==> config.mk <==
export PLATFORM = sky130hd
export DESIGN_NAME = conv_ctrl
export DESIGN_NICKNAME = d
export VERILOG_FILES = /design/src/hw/conv_ctrl_pkg.sv /design/src/hw/conv_ctrl.sv
export SDC_FILE = /design/constraint.sdc
export NUM_CORES = 1
export LEC_CHECK = 0
export ABC_AREA = 1
export CAP_MARGIN = 20
export CORE_MARGIN = 2
export CORE_UTILIZATION = 63
export CTS_BUF_LIST = sky130_fd_sc_hd__clkbuf_16
export DETAILED_ROUTE_END_ITERATION = 8
export DONT_BUFFER_PORTS = 1
export GPL_ROUTABILITY_DRIVEN = 0
export GPL_TIMING_DRIVEN = 0
export PLACE_DENSITY = 0.81
export SYNTH_ARGS = -nofsm -noshare
export SYNTH_HDL_FRONTEND = slang
export SYNTH_SLANG_ARGS = --single-unit
==> constraint.sdc <==
create_clock -name clk_in -period 2.13 [get_ports clk_in]
set_input_delay 0.213 -clock clk_in [delete_from_list [all_inputs] [get_ports clk_in]]
set_output_delay 0.213 -clock clk_in [all_outputs]
set_load 0.05 [all_outputs]
==> src/hw/conv_ctrl_pkg.sv <==
// constants, register map and carrier types of the converter control block
// assumes one 20 MHz bus clock and an 8-bit plain register port
package conv_ctrl_pkg;
	// register indices on the 8-bit port
	localparam logic [2:0] REG_STATUS_CONTROL = 3'h0; // conversion_status_control
	localparam logic [2:0] REG_CONTROL2       = 3'h1; // trigger, compare, active
	localparam logic [2:0] REG_RESULT_HIGH    = 3'h2; // result_high_register
	localparam logic [2:0] REG_RESULT_LOW     = 3'h3; // result_low_register
	localparam logic [2:0] REG_COMPARE_HIGH   = 3'h4; // compare value upper bits
	localparam logic [2:0] REG_COMPARE_LOW    = 3'h5; // compare value lower bits
	localparam logic [2:0] REG_IRQ_STATUS     = 3'h6; // sticky events, write one to clear
	localparam logic [2:0] REG_IRQ_MASK       = 3'h7; // event mask
	// field positions
	localparam int DONE_BIT   = 7;
	localparam int IEN_BIT    = 6;
	localparam int CONT_BIT   = 5;
	localparam int ACTIVE_BIT = 7;
	localparam int TRIG_BIT   = 6;
	localparam int CMP_EN_BIT = 5;
	localparam int CMP_GE_BIT = 4;
	// channel codes
	localparam logic [4:0] CH_LAST_INPUT = 5'h1B;
	localparam logic [4:0] CH_RESERVED   = 5'h1C;
	localparam logic [4:0] CH_REF_HIGH   = 5'h1D;
	localparam logic [4:0] CH_REF_LOW    = 5'h1E;
	localparam logic [4:0] CH_OFF        = 5'h1F;
	// reset values
	localparam logic [7:0] RESET_STATUS_CONTROL = 8'h1F;
	localparam logic [7:0] RESET_BYTE           = 8'h00;
	localparam logic [9:0] RESET_WORD           = 10'h000;
	localparam logic [1:0] RESET_EVENTS         = 2'h0;
	// interrupt event bits
	localparam int EV_DONE  = 0;
	localparam int EV_ABORT = 1;
	typedef enum logic [1:0] { IDLE, CONVERTING } conv_state_t;
	// software side control fields
	typedef struct packed {
		logic       ien;
		logic       cont;
		logic [4:0] channel;
		logic       hw_trig;
		logic       cmp_en;
		logic       cmp_ge;
	} ctrl_t;
	// request to the converter core
	typedef struct packed {
		logic       start;
		logic       power;
		logic [4:0] channel;
	} core_req_t;
endpackage

==> src/hw/conv_ctrl.sv <==
// successive-approximation converter control with register port
// assumes the core answers with a one-cycle done pulse and a 10-bit result on clk_in
`timescale 1ns/1ps
module conv_ctrl
(
	// clock, reset, enable
	input  wire logic                     clk_in,
	input  wire logic                     rst_in,
	input  wire logic                     ce_in,
	// register port
	input  wire logic [2:0]               addr_in,
	input  wire logic [7:0]               wdata_in,
	input  wire logic                     wr_in,
	input  wire logic                     rd_in,
	output logic      [7:0]               rdata_out,
	// converter core
	input  wire logic                     core_done_in,
	input  wire logic [9:0]               core_result_in,
	output conv_ctrl_pkg::core_req_t      core_req_out,
	// external trigger pin
	input  wire logic                     hardware_trigger_input_in,
	// interrupts
	output logic                          done_irq_out,
	output logic                          irq_out
);
	import conv_ctrl_pkg::*;

	ctrl_t       ctrl, next_ctrl;                 // control fields
	conv_state_t state, next_state;               // conversion sequencer
	logic        done_flag, next_done_flag;       // conversion_done_flag
	logic [9:0]  result, next_result;             // result registers
	logic [9:0]  compare, next_compare;           // compare value
	logic [1:0]  events, next_events;             // sticky interrupt status
	logic [1:0]  mask, next_mask;                 // interrupt mask
	logic [7:0]  next_rdata;                      // read data
	core_req_t   next_core_req;                   // core request
	logic        next_done_irq;                   // next done interrupt level
	logic        next_irq;                        // next event interrupt level
	logic        trig_s1, trig_s2, trig_s3;       // trigger synchroniser and edge history
	logic        trig_edge;                       // rising trigger event
	logic        sc_write;                        // write to status control
	logic        cmp_true;                        // compare condition
	logic        start_now;                       // begin a conversion this cycle

	// trigger pin synchroniser, third stage for the edge
	always_ff @(posedge clk_in or posedge rst_in)
	begin
		if (rst_in)
		begin
			trig_s1 <= 1'b0;
			trig_s2 <= 1'b0;
			trig_s3 <= 1'b0;
		end
		else if (ce_in)
		begin
			trig_s1 <= hardware_trigger_input_in;
			trig_s2 <= trig_s1;
			trig_s3 <= trig_s2;
		end
	end

	// decode and compare helpers
	always_comb
	begin
		trig_edge = trig_s2 && !trig_s3;
		sc_write  = wr_in && (addr_in == REG_STATUS_CONTROL);
		// less-than or greater-equal
		cmp_true  = ctrl.cmp_ge ? (core_result_in >= compare) : (core_result_in < compare);
	end

	// next values of all control state
	always_comb
	begin
		next_ctrl     = ctrl;
		next_state    = state;
		next_done_flag = done_flag;
		next_result   = result;
		next_compare  = compare;
		next_events   = events;
		next_mask     = mask;
		next_rdata    = RESET_BYTE;
		start_now     = 1'b0;
		// register writes
		if (wr_in)
		begin
			case (addr_in)
				REG_STATUS_CONTROL:
				begin
					next_ctrl.ien     = wdata_in[IEN_BIT];
					next_ctrl.cont    = wdata_in[CONT_BIT];
					next_ctrl.channel = wdata_in[4:0];
				end
				REG_CONTROL2:
				begin
					next_ctrl.hw_trig = wdata_in[TRIG_BIT];
					next_ctrl.cmp_en  = wdata_in[CMP_EN_BIT];
					next_ctrl.cmp_ge  = wdata_in[CMP_GE_BIT];
				end
				REG_COMPARE_HIGH: next_compare[9:8] = wdata_in[1:0];
				REG_COMPARE_LOW:  next_compare[7:0] = wdata_in;
				REG_IRQ_MASK:     next_mask = wdata_in[1:0];
				default:          ;
			endcase
		end
		// sequencer
		case (state)
			IDLE:
			begin
				// low-power idle after a single conversion
				if (core_done_in)
					next_state = IDLE;
			end
			CONVERTING:
			begin
				if (core_done_in)
				begin
					// compare gates flag and results
					if (!ctrl.cmp_en || cmp_true)
					begin
						next_done_flag = 1'b1;
						next_result    = core_result_in;
					end
					// continuous keeps going, single idles
					next_state = ctrl.cont ? CONVERTING : IDLE;
					start_now  = ctrl.cont;
				end
			end
			default: next_state = IDLE;
		endcase
		// hardware trigger start
		if (ctrl.hw_trig && trig_edge && ctrl.channel != CH_OFF && state == IDLE)
		begin
			next_state = CONVERTING;
			start_now  = 1'b1;
		end
		// write aborts; all-ones channel stops without a new conversion
		if (sc_write)
		begin
			if (state == CONVERTING)
				next_events[EV_ABORT] = 1'b1;
			if (wdata_in[4:0] == CH_OFF)
			begin
				next_state = IDLE;
				start_now  = 1'b0;
			end
			else if (!ctrl.hw_trig)
			begin
				next_state = CONVERTING;
				start_now  = 1'b1;
			end
			else
			begin
				next_state = IDLE;
				start_now  = 1'b0;
			end
		end
		// flag clears; a completing conversion in the same cycle wins over a result-low read, not over a status-control write
		if ((sc_write || (rd_in && addr_in == REG_RESULT_LOW)) &&
		    !(state == CONVERTING && core_done_in && !sc_write && (!ctrl.cmp_en || cmp_true)))
			next_done_flag = 1'b0;
		// sticky events, set wins over write-one clear
		if (wr_in && addr_in == REG_IRQ_STATUS)
			next_events = next_events & ~wdata_in[1:0];
		if (next_done_flag && !done_flag)
			next_events[EV_DONE] = 1'b1;
		if (sc_write && state == CONVERTING)
			next_events[EV_ABORT] = 1'b1;
		// read data
		if (rd_in)
		begin
			case (addr_in)
				REG_STATUS_CONTROL: next_rdata = {done_flag, ctrl.ien, ctrl.cont, ctrl.channel};
				REG_CONTROL2:       next_rdata = {state == CONVERTING, ctrl.hw_trig, ctrl.cmp_en,
				                                  ctrl.cmp_ge, 4'h0};
				REG_RESULT_HIGH:    next_rdata = {6'h00, result[9:8]};
				REG_RESULT_LOW:     next_rdata = result[7:0];
				REG_COMPARE_HIGH:   next_rdata = {6'h00, compare[9:8]};
				REG_COMPARE_LOW:    next_rdata = compare[7:0];
				REG_IRQ_STATUS:     next_rdata = {6'h00, events};
				REG_IRQ_MASK:       next_rdata = {6'h00, mask};
				default:            next_rdata = RESET_BYTE;
			endcase
		end
		// core request; reserved code is passed but never an input
		next_core_req.start   = start_now;
		next_core_req.power   = (next_ctrl.channel != CH_OFF) && (next_state == CONVERTING);
		next_core_req.channel = next_ctrl.channel;
		// interrupt levels follow the next flag, enable and events
		next_done_irq = next_done_flag && next_ctrl.ien;
		next_irq      = |(next_events & next_mask);
	end

	// control fields, written by software only
	always_ff @(posedge clk_in or posedge rst_in)
	begin
		if (rst_in)
		begin
			// channel resets to the off code, converter powered down
			ctrl <= '{ien: 1'b0, cont: 1'b0, channel: CH_OFF, hw_trig: 1'b0, cmp_en: 1'b0, cmp_ge: 1'b0};
		end
		else if (ce_in)
		begin
			// held while the clock enable is low
			ctrl <= next_ctrl;
		end
	end

	// conversion sequencer state
	always_ff @(posedge clk_in or posedge rst_in)
	begin
		if (rst_in)
		begin
			// no conversion in progress after reset
			state <= IDLE;
		end
		else if (ce_in)
		begin
			// frozen mid-conversion while disabled
			state <= next_state;
		end
	end

	// completion flag and result registers
	always_ff @(posedge clk_in or posedge rst_in)
	begin
		if (rst_in)
		begin
			// nothing converted yet
			done_flag <= 1'b0;
			result    <= RESET_WORD;
		end
		else if (ce_in)
		begin
			// result only moves together with a qualified completion
			done_flag <= next_done_flag;
			result    <= next_result;
		end
	end

	// compare value
	always_ff @(posedge clk_in or posedge rst_in)
	begin
		if (rst_in)
		begin
			// compare threshold cleared
			compare <= RESET_WORD;
		end
		else if (ce_in)
		begin
			// written a byte at a time by software
			compare <= next_compare;
		end
	end

	// sticky events and their mask
	always_ff @(posedge clk_in or posedge rst_in)
	begin
		if (rst_in)
		begin
			// no pending events, all masked
			events <= RESET_EVENTS;
			mask   <= RESET_EVENTS;
		end
		else if (ce_in)
		begin
			// set wins over a write-one clear in the same cycle
			events <= next_events;
			mask   <= next_mask;
		end
	end

	// read data, valid only in the cycle after a read strobe
	always_ff @(posedge clk_in or posedge rst_in)
	begin
		if (rst_in)
		begin
			// bus reads as zero
			rdata_out <= RESET_BYTE;
		end
		else if (ce_in)
		begin
			// zero again one cycle after the read
			rdata_out <= next_rdata;
		end
	end

	// request to the converter core
	always_ff @(posedge clk_in or posedge rst_in)
	begin
		if (rst_in)
		begin
			// core off, no start, off code on the channel
			core_req_out <= '{start: 1'b0, power: 1'b0, channel: CH_OFF};
		end
		else if (ce_in)
		begin
			// start is a one-cycle pulse
			core_req_out <= next_core_req;
		end
	end

	// interrupt outputs
	always_ff @(posedge clk_in or posedge rst_in)
	begin
		if (rst_in)
		begin
			// both interrupt lines low
			done_irq_out <= 1'b0;
			irq_out      <= 1'b0;
		end
		else if (ce_in)
		begin
			// levels, held until their cause is cleared
			done_irq_out <= next_done_irq;
			irq_out      <= next_irq;
		end
	end
endmodule // conv_ctrl

==> flow_metrics.py <==
metrics = {
    "clock_tree": {
        "clk_pin_slew_ns": 0.06,
        "clk_path_buf_depth": 2,
        "clk_latency_ns": 0.29,
        "cts_root_buffer": "clkbuf_16",
        "clock-sinks": 52,
        "tritoncts": "built",
        "cts_resized": 0,
        "numCtsBuffers": 5,
        "htree_levels": 2,
    },
    "route": {
        "num_vias": 2367,
        "first_pass_iters": 4,
        "wl_per_cell_um": 16.07,
        "ant_nets": 0,
        "drt-vias-per-instance": 5.773,
        "drc": 0,
        "detail_route.iter0.violations": 195,
        "routed_wl_um": 6589,
    },
    "synthesis": {
        "ys_dominant_reg_cell": "dfrtp_1",
        "yosys.area.top_type_share_pct": 39.83,
        "synth_compound_area_share_pct": 16.99,
        "synthSimpleGateAreaFrac_pct": 23.26,
        "synth-seq-cells": 52,
        "synthTopCellsByArea": "dfrtp_1, nand2_1, inv_1",
        "synthAdderAreaFrac_pct": 4.237,
        "ys_async_sr_fraction_pct": 100.0,
        "synth.distinct_cells": 41,
        "syn_nets": 387,
        "post_synth_mux_area_share_pct": 1.102,
        "yosysTopAreaCell": "dfrtp_1",
        "synth_edf_count": 0,
        "syn_area_sq_um": 2953,
        "synth-seq-area-share_pct": 44.28,
        "syn_inst": 349,
        "ys.warnings.count": 0,
        "avgSynthCellArea_sq_um": 8.461,
        "synth_top_family_by_area": "simple AND/OR/NAND/NOR gates",
        "yosys.area_share.xor_xnor_pct": 0,
    },
    "setup_path": {
        "startpoint_type": "register",
        "setup.worst_path.class": "reg -> reg",
        "cp_data_required_time_ns": 2.31,
        "ff2ff_setup_slack_ns": 0.22,
        "critPathArrivalTime_ns": 2.09,
        "crit_path_max_fanout": 10,
        "cp-end-kind": "register",
    },
    "timing": {
        "rsz0062_at_grt": "false",
        "drv_slew": 0,
        "hold_violations": 0,
        "slew-limit-headroom_pct": 63.56,
        "setup_tns_ns": 0,
        "clock_skew_ns": 0.005501,
        "worst_slew_pin_slew_ns": 0.5466,
        "min_period_ns": 1.912,
        "fmax_ghz": 0.5231,
        "hold-worst-slack_ns": 0.03604,
        "setup_viol": 0,
        "fin_ws_ns": 0.2183,
        "period_share_pct": 89.75,
    },
    "cells_and_area": {
        "fin_util_pct": 71.59,
        "layout_commonest_cell": "nand2_1",
        "final_nets": 396,
        "final_cell_mix": "nand2_1, inv_1, dfrtp_1",
        "area_growth_pct": 7.754,
        "antenna_cells": 0,
        "multi_input_area_sq_um": 1346,
        "drive_above_1_share_pct": 19.27,
        "fillers": 335,
        "seq_area_sq_um": 1308,
    },
    "placed_design": {
        "placement.io_buffers": 0,
        "dpl_worst_slack_ns": 0.2294,
        "dp_hpwl_um": 5079,
    },
    "power": {
        "p_total_uw": 3088,
        "p_per_area_nw_per_um2": 970.4,
        "ir_drop_v": 0.0004026,
        "p_leak_uw": 0.001606,
    },
    "global_route": {
        "antenna_found_initial": 0,
        "grtUsageTotal_pct": 27.35,
        "grt_pass1_vias": 2376,
        "grt.overflow.total": 0,
        "grt_pass1_wl_um": 10940,
        "grt_max_degree": 37,
    },
    "die": {
        "ioPinCount": 45,
        "die_w_um": 72.46,
        "die_area_sq_um": 5250,
        "initial_core_util_pct": 66.44,
        "die_h_um": 72.46,
        "core_sq_um": 4444,
        "fp-row-count": 24,
    },
    "job": {
        "maxCapViolCount": 0,
    },
    "worst_hold_path": {
        "hold_class": "in -> reg",
    },
    "status": {
        "status": "finished, final reports clean",
    },
}
report_power, final:
group	leakage (uW)	internal (uW)	switching, uW
Sequential	0.000640	1240	251
Combinational	0.000895	301	521
Clock	0.0000709	423	352
synthesized netlist by cell type (2+ instances only):
master     n
a21oi_1   11
a21oi_2    6
a22oi_1    2
buf_4      5
buf_6      3
clkbuf_1   4
dfrtp_1   47
dfstp_2    5
ha_1      10
inv_1     49
inv_2      6
mux2_1     2
nand2_1   90
nand2_4    2
nand3_1   12
nand3_2    6
nand3b_1   2
nand4_1    2
nor2_1    10
nor2_2     7
nor2_4     4
nor3_1     2
o211ai_2   3
o21ai_0   24
o21ai_1    7
o21ai_2    7
o221ai_1   2
o22ai_1    4
o31ai_1    2
o31ai_2    2
stage by stage:
stage | instances | instance area (sq um)
detailed placement | 402 | 3038
CTS | 410 | 3182
floorplan | 349 | 2953
global route | 410 | 3182
global placement | 401 | 3018
finish | 410 | 3182
flip-flops by register name, indices dropped and copies added, names as in the netlist:
| register | flops |
|---|---|
| compare | 10 |
| result | 10 |
| rdata_out | 8 |
| core_req_out | 7 |
| ctrl | 5 |
| events | 2 |
| mask | 2 |
| state | 2 |
| done_flag | 1 |
| done_irq_out | 1 |
| irq_out | 1 |
| trig_s1 | 1 |
| trig_s2 | 1 |
| trig_s3 | 1 |
kinds of logic after synthesis:
family,count (synthesis)
AO/OA/AOI/OAI,75
buffers and inverters,68
AND/OR/NAND/NOR,141
multiplexers,3
adder cells (fa/ha/maj),10
flip-flops,52
final cells by class:
| type | count | area share (%) |
|---|---|---|
| buffer | 12 | 2.713 |
| clock buffer | 5 | 3.932 |
| clock inverter | 2 | 0.2753 |
| inverter | 56 | 6.685 |
| multi-input combinational | 229 | 42.31 |
| sequential | 52 | 41.09 |
| tap | 52 | 2.045 |
| timing repair buffer | 2 | 0.9438 |
per-layer routing:
| layer | track usage [%] | share of wire, % | vias to the layer above |
|---|---|---|---|
| met5 | 0 | 0 | - |
| met4 | 11.73 | 2.7 | 0 |
| met3 | 6.528 | 7.0 | 18 |
| met2 | 41.49 | 46 | 87 |
| met1 | 37.77 | 45 | 1113 |
| li1 | - | - | 1149 |
critical path, stage by stage, from the launching register on:
cell and delay [ns]:
dfrtp_1 0.37, inv_1 0.07, ha_1 0.30, nand2_2 0.11, inv_1 0.06, nand2_1 0.06
nand3_1 0.07, nor2_1 0.14, nand3_2 0.08, nand3_2 0.10, nand3_2 0.11, buf_6 0.19
nor2_2 0.10, a21oi_2 0.04
path summary, 6_finish.rpt:
check                           depth (start not counted)         endpoint                 startpoint
worst max register to register                         13        result[9]                 compare[9]
worst min register to register                          2          trig_s1                    trig_s1
worst max-delay path                                   13        result[9]                 compare[9]
max in group asynchronous                               3  core_req_out[0]                     rst_in
min in group asynchronous                               2         state[0]                     rst_in
worst min-delay path                                    2          trig_s1  hardware_trigger_input_in
timing repair:
action | in CTS | in global routing
buffers inserted | 0 | 0
endpoints found under the hold margin | 16 | 0
hold buffers | 1 | 0
Power figures use the tool's default switching activity.
